$ cat config.mk
export PLATFORM = sky130hd
export DESIGN_NAME = mux_source
export DESIGN_NICKNAME = d
export VERILOG_FILES = /design/src/mux_timing_pkg.sv /design/src/mux_source.sv
export SDC_FILE = /design/constraint.sdc
export NUM_CORES = 1
export LEC_CHECK = 0
export BUFFER_PORTS_ARGS = -buffer_cell sky130_fd_sc_hd__buf_2
export CORE_AREA = 2 2 39 41
export DETAILED_ROUTE_END_ITERATION = 10
export DIE_AREA = 0 0 41 43
export MAX_ROUTING_LAYER = met4
export PLACE_DENSITY_LB_ADDON = 0.05
export SYNTH_ARGS = -nofsm -noshare
export SYNTH_HDL_FRONTEND = slang
export SYNTH_SLANG_ARGS = --single-unit
$ cat constraint.sdc
create_clock -name i_clk -period 0.8 [get_ports i_clk]
set_clock_uncertainty 0.1 [all_clocks]
set_input_delay 0.16 -clock i_clk [delete_from_list [all_inputs] [get_ports i_clk]]
set_output_delay 0.16 -clock i_clk [all_outputs]
set_load 0.1 [all_outputs]
$ cat src/mux_timing_pkg.sv
// Purpose: Shared constants and carriers for the stream timing checker
// Assumes: 100 MHz system clock, APB register access
// Notes: Time stamps arrive already parsed as event strobes
package mux_timing_pkg;
   localparam int unsigned clk_mhz = 100;
   localparam int unsigned lim_pack_ms = 700;
   localparam int unsigned lim_prog_ms = 100;
   localparam int unsigned lim_elem_ms = 700;
   localparam int unsigned lim_pres_ms = 700;
   localparam int unsigned cyc_pack = lim_pack_ms * 1000 * clk_mhz;
   localparam int unsigned cyc_prog = lim_prog_ms * 1000 * clk_mhz;
   localparam int unsigned cyc_elem = lim_elem_ms * 1000 * clk_mhz;
   localparam int unsigned cyc_pres = lim_pres_ms * 1000 * clk_mhz;
   localparam int unsigned min_refs_between_disc = 2;
   localparam logic [21:0] drain_unit_bps = 22'h000190;
   localparam logic [15:0] delay_none = 16'hffff;
   localparam logic [7:0] off_ctrl = 8'h00;
   localparam logic [7:0] off_status = 8'h04;
   localparam logic [7:0] off_smooth_rate = 8'h08;
   localparam logic [7:0] off_smooth_cap = 8'h0c;
   localparam logic [7:0] off_target = 8'h10;
   localparam logic [7:0] off_group = 8'h14;
   localparam logic [31:0] ctrl_reset_val = 32'h0000_0000;
   localparam logic [13:0] group_len_reset_val = 14'h0001;
   localparam int unsigned n_viol = 14;

   typedef enum logic [3:0] {
      v_pack, v_prog, v_prog_few, v_elem, v_pes_noelem, v_pres, v_first_pres, v_disc_place,
      v_disc_pres, v_underflow_pres, v_pres_place, v_decode_stamp, v_zero_group, v_group_shape
   } viol_t;

   // One parsed event from the stream front end
   typedef struct packed {
      logic pack_ref;
      logic prog_ref;
      logic prog_disc;
      logic elem_ref;
      logic au_start;
      logic pres_present;
      logic decode_present;
      logic times_differ;
      logic start_in_packet;
      logic seq_start;
      logic underflow;
      logic late_decode;
      logic intra_pic;
      logic group_hdr;
      logic group_closed;
   } stream_evt_t;

   typedef struct packed {
      logic [21:0] drain_rate;
      logic [21:0] capacity;
   } smooth_cfg_t;
endpackage : mux_timing_pkg

$ cat src/mux_source.sv
// Purpose: Stream producer model driving parsed event strobes
// Assumes: Bench asks for one event at a time
// Notes: Stamp coding is made legal only on unit starts while i_bad is low
`timescale 1ns/1ns
module mux_source (
   input wire logic i_clk,
   input wire logic i_send,
   input wire logic i_bad,
   input wire mux_timing_pkg::stream_evt_t i_req,
   output mux_timing_pkg::stream_evt_t o_evt
);
   import mux_timing_pkg::*;
   stream_evt_t legal;
   always_comb begin
      legal = i_req;
      if (!i_bad && i_req.au_start) begin
         legal.decode_present = i_req.pres_present & i_req.times_differ;
         legal.start_in_packet = i_req.start_in_packet | i_req.pres_present;
      end
   end
   always_ff @(posedge i_clk) begin
      // One-cycle strobe, all low when idle
      o_evt <= i_send ? legal : '0;
   end
endmodule : mux_source

Word-level counts from Yosys, hierarchy flattened:

Cells that the tools add are included.

* bitwise logic cells: 2
* reduce and logical (&&, ||, !) cells: 2
* muxes and demuxes: 2

Operators by type and width (number)
* $mux 1: 2
* $and 1x1->1: 1
* $logic_and 1x1->1: 1
* $logic_not 1->1: 1
* $or 1x1->1: 1

* register bits: 15
* word-level logic and storage cells: 21
* input port bits: 18
* output and inout port bits: 15

Depth between registers and ports, before layout:

Gate-level depths: netlist (run 1).

* depth after elaboration: 3
* depth in mapped cells: 3
* mapped depth without buffers: 3

Least setup slack after synthesis (run 1):

Ideal clock, no wire load.

* path type: reg2out
* start: register o_evt[0] (netlist name)
* end: output port o_evt[0] (netlist name)
* required time: 0.540 ns
* data arrival time: 0.909 ns
* setup slack: -0.369 ns
* stages on the path, launching flop included: 1
* cells stage by stage: dfxtp_1

RTL lines
* from (decl): line mux_source.sv:10 `output mux_timing_pkg::stream_evt_t o_evt`
* from (signal assigned): line mux_source.sv:23 `o_evt <= i_send ? legal : '0;`

No word-level cell between the ends.

Worst setup path after layout (run 1):

* start: register o_evt[8] (netlist name)
* end: output port o_evt[8] (netlist name)

No word-level cell between the ends.

==> flow_metrics.tcl, run 1 <==
set metrics [dict create \
    finalWirelength_um 835 \
    status "finished with violations" \
    clk_pin_slew_ns 0.09 \
    place_area_um2 890 \
    numCtsBuffers 3 \
    drtIter0Drc 0 \
    yosysTopAreaCellShare 0.690 \
    dieArea_um2 1760 \
    cpPeakStageDelay_ns 0.36 \
    antenna_found_initial 0 \
    power_density_nw_per_um2 1920 \
    grt_pass1_vias 322 \
    num_rows 14 \
    synth_flop_cell "dfxtp_1" \
    largestRegisters "o_evt x15" \
    hold_violations 9 \
    cts_tree "yes" \
    worstPathCellList "buf_12" \
    fill_cells 110 \
    synth_nets 53 \
    seq_area_frac_synth 0.690 \
    clockRootBuffer "clkbuf_4" \
    place_congestion 0.582 \
    core_area_um2 1380 \
    cts-htree-levels 1 \
    vias 347 \
    hold_depth 2 \
    worstPathMaxFanout 1 \
    setup_ws_ns -0.264 \
    start_util 0.315 \
    p_leak_nw 0.398 \
    routed_via_density 4.03 \
    fin_tns_setup_ns -3.78 \
    syn_area_um2 435 \
    grt_max_degree 16 \
    drv_cap 0 \
    async_flop_share 0 \
    holdPathEnd "o_evt[12]" \
    grt_overflow 0 \
    die_h_um 43 \
    drive_gt1_frac 0.743 \
    post-synth-top-count-cell "dfxtp_1" \
    post_cts_buffers 0 \
    crit_path_end_kind "output pin" \
    diodes 0 \
    slew-limit-headroom 0.869 \
    syn2layout_area_growth_pct 110 \
    largest_reg_flops 15 \
    whs_ns -0.0198 \
    period_share 1.33 \
    ys_types 10 \
    critical_path_arrival_ns 0.80 \
    ys_warn_count 0 \
    synth_edf_count 0 \
    first_pass_iters 1 \
    pre_cts_slack_ns 0.0199 \
    netlist_top_cells_area "dfxtp_1 (69%), and2_1 (17%), nor3b_2 (2.9%)" \
    largest-register "o_evt" \
    synth-seq-cells 15 \
    cts_sinks 15 \
    peakVddDrop_uv 1260 \
    die_w_um 41 \
    grt_pass1_wl_um 1320 \
    avgRoutedWirePerCell_um 9.71 \
    fin_crit_ns 1.06 \
    fin_nets 89 \
    cts_max_path_buffers 2 \
    violations "negative hold slack, negative setup slack" \
    ios 33 \
    rsz0062_at_grt "yes" \
    hp-start "i_req[12]" \
    tightest_slew_ns 0.196 \
    crit_slowest_cell "dfxtp_4" \
    crit_buf_inv 1 \
    startpoint_type "flip-flop" \
    route.detailed.drc 0 \
    final_cell_area_um2 916 \
    max_freq_ghz 0.940 \
    required_ns 0.54 \
    port_buffers 32 \
    min_path_type "input port to flip-flop" \
    synth_cells 35 \
    synth_common_cells "dfxtp_1 (15), and2_1 (12)" \
    ant_nets 0 \
    synth_top_area_cell "dfxtp_1" \
    setup_viol 15 \
    worstSetupPathType "flip-flop to output pin" \
    syn_avg_cell_area_um2 12.4 \
    critPathTopFamily "flip-flops" \
    grtUsageTotal 0.121 \
    drv_slew 0 \
    total_power_mw 1.76 \
]
## how the worst max path moves through the flow
stage              from        to  slack [ns]  cells past startpoint
2_1_floorplan  o_evt[0]  o_evt[0]        0.04                      0
6_report       o_evt[8]  o_evt[8]       -0.26                      1
4_1_cts        o_evt[8]  o_evt[8]       -0.27                      1
5_1_grt        o_evt[8]  o_evt[8]       -0.30                      1
3_3_place_gp   i_req[9]  o_evt[6]        0.03                      3
3_5_place_dp   i_req[9]  o_evt[6]        0.02                      3
## per-stage QoR
stage               instances   util  hold WS, ns
finish                     86  0.662      -0.0198
global route               86  0.662      -0.0189
CTS                        86  0.662      -0.0257
detailed placement         82  0.643        0.266
global placement           82  0.643        0.261
floorplan                  35      -        0.181
## area by class of cell
class | count | area, um^2 | share of cell area
repair buffers | 32 | 385 | 0.421
clock buffers | 4 | 26.3 | 0.0287
multi-input cells | 18 | 124 | 0.135
flip-flops and latches | 15 | 357 | 0.389
inverters | 1 | 3.75 | 0.00410
well taps | 16 | 20.0 | 0.0219
## kinds of logic after synthesis
| family | after synthesis | synth area share |
|---|---|---|
| buf+inv | 2 | 0.0259 |
| flops | 15 | 0.690 |
| compound gates | 3 | 0.0460 |
| simple gates | 15 | 0.239 |
## layout by cell type, fill, tap and decap left out
cell type,synthesis,final
buf_2,0,17
dfxtp_4,0,15
buf_12,0,15
and2_1,12,12
clkbuf_4,0,3
and2_2,1,1
inv_1,1,1
o21ai_0,1,1
nand4b_1,1,1
a21boi_1,1,1
nor3b_2,1,1
o21a_1,1,1
clkbuf_1,0,1
## per-layer routing
metal,part of all wire,global-route usage,wire [um],vias to the layer above
li1,-,-,-,178
met1,0.33,0.120,274,153
met2,0.60,0.194,498,16
met3,0.074,0.0314,62,0
met4,0,0.0800,0,0
met5,0,-,0,-
## where the power goes
| group | switching (mW) | total [mW] | internal (mW) |
|---|---|---|---|
| combinational | 0.344 | 0.551 | 0.207 |
| sequential | 0.0320 | 0.799 | 0.767 |
| clock | 0.218 | 0.411 | 0.193 |
## timing repair
item | 4_1_cts | 5_1_grt
endpoints found under the hold margin | 13 | 11
resized for setup | 0 | 0
setup endpoints to repair | 15 | 15
Note: power is estimated with default switching activity, not from simulation.
==> run 2: changes to the inputs <==
--- a/config.mk
+++ b/config.mk
@@ -6,9 +6,8 @@
 export NUM_CORES = 1
 export LEC_CHECK = 0
 export BUFFER_PORTS_ARGS = -buffer_cell sky130_fd_sc_hd__buf_2
-export CORE_AREA = 2 2 39 41
+export CORE_UTILIZATION = 32
 export DETAILED_ROUTE_END_ITERATION = 10
-export DIE_AREA = 0 0 41 43
 export MAX_ROUTING_LAYER = met4
 export PLACE_DENSITY_LB_ADDON = 0.05
 export SYNTH_ARGS = -nofsm -noshare
==> constraint.sdc (replaced) <==
create_clock -name i_clk -period 0.91 [get_ports i_clk]
set_clock_uncertainty 0.1 [all_clocks]
set_input_delay 0.182 -clock i_clk [delete_from_list [all_inputs] [get_ports i_clk]]
set_output_delay 0.182 -clock i_clk [all_outputs]
set_load 0.1 [all_outputs]
==> run 2 against run 1 <==
Against the previous run:
- the run ends with negative setup slack left
- core utilization grew 12 points
- clock power shrank 10%
- sequential share of layout area down 4.5 points
- non-clock buffer count increased by 5
- cell count is 3.5% higher
- critical path type unchanged
- die area shrank 14%
- critical path depth is the same
- critical endpoint is now o_evt[6]
- count of clock-buffer cells in the layout shrank 1
- flip-flop and latch count unchanged
- largest cell class unchanged
- worst setup slack gained 0.087 ns
- power shrank 9.1%
==> flow_metrics.tcl, run 2 (same netlist as run 1, synthesis figures left out) <==
set metrics [dict create \
    status "finished with violations" \
    violations "negative setup slack" \
    fin_nets 94 \
    ant_nets 0 \
    diodes 0 \
    crit_slowest_cell "dfxtp_2" \
    drv_slew 0 \
    hp-start "i_req[12]" \
    largest-register "o_evt" \
    finalWirelength_um 911 \
    worstPathMaxFanout 1 \
    power_density_nw_per_um2 1730 \
    avgRoutedWirePerCell_um 10.2 \
    rsz0062_at_grt "yes" \
    antenna_found_initial 0 \
    max_freq_ghz 0.920 \
    route.detailed.drc 0 \
    hold_violations 0 \
    cts_resized 0 \
    drtIter0Drc 3 \
    total_power_mw 1.60 \
    grt_max_degree 16 \
    fill_cells 77 \
    p_sw_mw 0.542 \
    tightest_slew_ns 0.198 \
    peakVddDrop_uv 1340 \
    p_seq_frac 0.455 \
    grt_pass1_vias 356 \
    p_leak_nw 0.417 \
    required_ns 0.63 \
    setup_viol 16 \
    first_pass_iters 5 \
    worstSetupPathType "flip-flop to output pin" \
    worstPathCellList "buf_12" \
    cts_tree "yes" \
    crit_buf_inv 1 \
    most-common-layout-cells "buf_2 (17), dfxtp_2 (15), buf_12 (15)" \
    whs_ns 0.00731 \
    drive_gt1_frac 0.707 \
    setup_ws_ns -0.177 \
    fin_crit_ns 1.09 \
    vias 384 \
    drv_cap 0 \
    die_h_um 38.9 \
    core_area_um2 1190 \
    port_buffers 32 \
    p_comb_frac 0.314 \
    post_cts_buffers 0 \
    cts_max_path_buffers 2 \
    holdPathEnd "o_evt[12]" \
    critPathTopFamily "flip-flops" \
    final_util 0.782 \
    ios 33 \
    cts_sinks 15 \
    startpoint_type "flip-flop" \
    clockRootBuffer "clkbuf_4" \
    largest_reg_flops 15 \
    num_rows 12 \
    critical_path_arrival_ns 0.80 \
    grt_overflow 0 \
    slew-limit-headroom 0.868 \
    final_common_cell "buf_2" \
    start_util 0.367 \
    min_path_type "input port to flip-flop" \
    largestRegisters "o_evt x15" \
    numCtsBuffers 3 \
    routed_via_density 4.31 \
    internal_power_mw 1.06 \
    syn2layout_area_growth_pct 113 \
    cpPeakStageDelay_ns 0.35 \
    p_clk_frac 0.230 \
    grt_pass1_wl_um 1470 \
    hold_depth 2 \
    clk_pin_slew_ns 0.09 \
    die_w_um 38.9 \
    switching_share 0.338 \
    place_congestion 0.596 \
    dieArea_um2 1510 \
    cts-htree-levels 1 \
    period_share 1.19 \
    grtUsageTotal 0.158 \
    crit_path_end_kind "output pin" \
]
run 2: layer usage:
metal / track usage / share of wire
met2: 0.267 / 0.55
met5: - / 0
met1: 0.151 / 0.35
met4: 0.0517 / 0
met3: 0.0925 / 0.094
run 2: worst max-delay path by stage:
stage,from,to,slack [ns],cells past startpoint
after floorplan,o_evt[0],o_evt[0],0.002,0
after global routing,o_evt[11],o_evt[11],-0.21,1
after global placement,i_req[9],o_evt[6],0.11,3
after detailed placement,i_req[9],o_evt[6],0.10,3
final,o_evt[6],o_evt[6],-0.18,1
after CTS,o_evt[12],o_evt[12],-0.19,1
run 2: area by class of cell:
| cell class | instances | area [um^2] | share of cell area |
|---|---|---|---|
| multi-input cells | 18 | 124 | 0.134 |
| repair buffers | 37 | 435 | 0.470 |
| clock buffers | 3 | 22.5 | 0.0243 |
| well taps | 14 | 17.5 | 0.0189 |
| inverters | 1 | 3.75 | 0.00405 |
| clock inverters | 1 | 5.00 | 0.00540 |
| flip-flops and latches | 15 | 319 | 0.344 |
run 2: power by group through the flow:
stage               Sequential [mW]  Combinational, mW  Clock, mW
floorplan                     0.991             0.0343          0
global placement              0.744              0.484          0
detailed placement            0.745              0.488          0
CTS                           0.730              0.501      0.383
global route                  0.732              0.521      0.411
finish                        0.729              0.503      0.369
run 2: through the flow:
step | cell area, um^2 | std cells | setup WS [ns] | TNS (ns)
2_1_floorplan | 454 | 35 | 0.00222 | 0
3_3_place_gp | 850 | 80 | 0.112 | 0
3_5_place_dp | 850 | 80 | 0.101 | 0
4_1_cts | 917 | 88 | -0.187 | -2.69
5_1_grt | 927 | 89 | -0.207 | -2.99
6_report | 927 | 89 | -0.177 | -2.54
run 2: timing repair:
| item | CTS | global route |
|---|---|---|
| gates cloned | 0 | 0 |
| endpoints found under the setup margin | 15 | 15 |
| hold buffers | 4 | 1 |
| hold endpoints to repair | 4 | 1 |
==> run 3: changes to the inputs <==
--- a/config.mk
+++ b/config.mk
@@ -6,10 +6,12 @@
 export NUM_CORES = 1
 export LEC_CHECK = 0
 export BUFFER_PORTS_ARGS = -buffer_cell sky130_fd_sc_hd__buf_2
+export CAP_MARGIN = 20
 export CORE_UTILIZATION = 32
 export DETAILED_ROUTE_END_ITERATION = 10
 export MAX_ROUTING_LAYER = met4
 export PLACE_DENSITY_LB_ADDON = 0.05
+export SKIP_CTS_REPAIR_TIMING = 1
 export SYNTH_ARGS = -nofsm -noshare
 export SYNTH_HDL_FRONTEND = slang
 export SYNTH_SLANG_ARGS = --single-unit
==> run 3 against run 2 <==
Against the previous run:
- the run still ends with negative setup slack left
- non-clock buffer count fell by 2
- flip-flop and latch count stayed put
- wire length shrank 4.3%
- worst hold slack lost 0.0016 ns
- largest cell class unchanged
- critical path depth stayed put
- first-iteration DRC count decreased by 33%
- cell count shrank 2.2%
- critical path type unchanged
- combinational power fell by 1%
==> flow_metrics.tcl, run 3 (same netlist as run 1, synthesis figures left out) <==
set metrics [dict create \
    start_util 0.367 \
    worstPathMaxFanout 1 \
    drv_cap 0 \
    routed_via_density 4.21 \
    dieArea_um2 1510 \
    max_freq_ghz 0.926 \
    cpPeakStageDelay_ns 0.35 \
    p_leak_nw 0.409 \
    tightest_slew_ns 0.198 \
    status "finished with violations" \
    worstSetupPathType "flip-flop to output pin" \
    crit_path_end_kind "output pin" \
    gr-usage-met2 0.242 \
    setup_ws_ns -0.170 \
    worstSetupPathDepth 1 \
    vias 366 \
    grt_overflow 0 \
    crit_buf_inv 1 \
    fin_cells 87 \
    final_util 0.765 \
    cts_tree "yes" \
    rsz0062_at_grt "yes" \
    grt_pass1_vias 322 \
    p_comb_frac 0.313 \
    core_area_um2 1190 \
    antenna_found_initial 0 \
    largestRegisters "o_evt x15" \
    grt_max_degree 16 \
    worstPathCellList "buf_12" \
    diodes 0 \
    avgRoutedWirePerCell_um 10.0 \
    port_buffers 32 \
    cts-htree-levels 1 \
    crit_slowest_cell "dfxtp_2" \
    drtIter0Drc 2 \
    fin_crit_ns 1.08 \
    pre_cts_slack_ns 0.101 \
    syn2layout_area_growth_pct 108 \
    most-common-layout-cells "buf_2 (17), dfxtp_2 (15), buf_12 (15)" \
    critPathTopFamily "flip-flops" \
    drv_slew 0 \
    p_seq_frac 0.460 \
    grtUsageTotal 0.142 \
    total_power_mw 1.59 \
    p_sw_mw 0.533 \
    largest_reg_flops 15 \
    grt_pass1_wl_um 1300 \
    required_ns 0.63 \
    gr-usage-met3 0.0925 \
    ant_nets 0 \
    critical_path_arrival_ns 0.80 \
    numCtsBuffers 3 \
    first_pass_iters 4 \
    peakVddDrop_uv 1330 \
    busiest_layer "met2" \
    fill_cells 79 \
    period_share 1.19 \
    fin_nets 92 \
    die_h_um 38.9 \
    largest-register "o_evt" \
    min_path_type "input port to flip-flop" \
    switching_share 0.336 \
    die_w_um 38.9 \
    route.detailed.drc 0 \
    setup_viol 16 \
    startpoint_type "flip-flop" \
    place_congestion 0.596 \
    clk_pin_slew_ns 0.09 \
    slew-limit-headroom 0.868 \
    violations "negative setup slack" \
    placed_cells 80 \
    cts_max_path_buffers 2 \
    power_density_nw_per_um2 1750 \
    hold_violations 0 \
    internal_power_mw 1.05 \
    final_common_cell "buf_2" \
    finalWirelength_um 872 \
    p_clk_frac 0.228 \
    use_met1 0.125 \
    ios 33 \
    drive_gt1_frac 0.726 \
    clockRootBuffer "clkbuf_4" \
    hold_depth 2 \
    num_rows 12 \
    cts_sinks 15 \
]
run 3: cell count changes in the layout (fill, tap and decap cells not counted):
cell,change
dlygate4sd3_1,-2
run 3: layout make-up:
type                       instances  area [um^2]  share of cell area
sequential                        15          319               0.352
inverter                           1         3.75             0.00414
clock inverter                     1         5.00             0.00552
tap                               14         17.5              0.0193
timing repair buffer              35          415               0.458
multi-input combinational         18          124               0.137
clock buffer                       3         22.5              0.0248
run 3: path summary, 6_finish.rpt:
kind	startpoint	to	slack, ns
min	i_req[3]	o_evt[3]	0.006
max	o_evt[6]	o_evt[6]	-0.17
run 3: per-stage QoR:
stage                     instance area (um^2)  TNS (ns)  hold WS [ns]
final                                      907     -2.46       0.00569
after CTS                                  877     -2.69      -0.00707
after floorplan                            454         0         0.204
after detailed placement                   850         0         0.292
after global routing                       907     -2.99       0.00256
after global placement                     850         0         0.282
run 3: power by group through the flow:
stage	logic [mW]	registers (mW)	clock network [mW]
after floorplan	0.0343	0.991	0
after global placement	0.484	0.744	0
after detailed placement	0.488	0.745	0
after CTS	0.488	0.730	0.383
after global routing	0.513	0.732	0.411
final	0.496	0.729	0.361
run 3: layer usage:
| metal | wire, um | vias up | part of all wire |
|---|---|---|---|
| met5 | 0 | - | 0 |
| met4 | 0 | 0 | 0 |
| met3 | 60 | 0 | 0.069 |
| met2 | 478 | 18 | 0.55 |
| met1 | 333 | 162 | 0.38 |
| li1 | - | 186 | - |
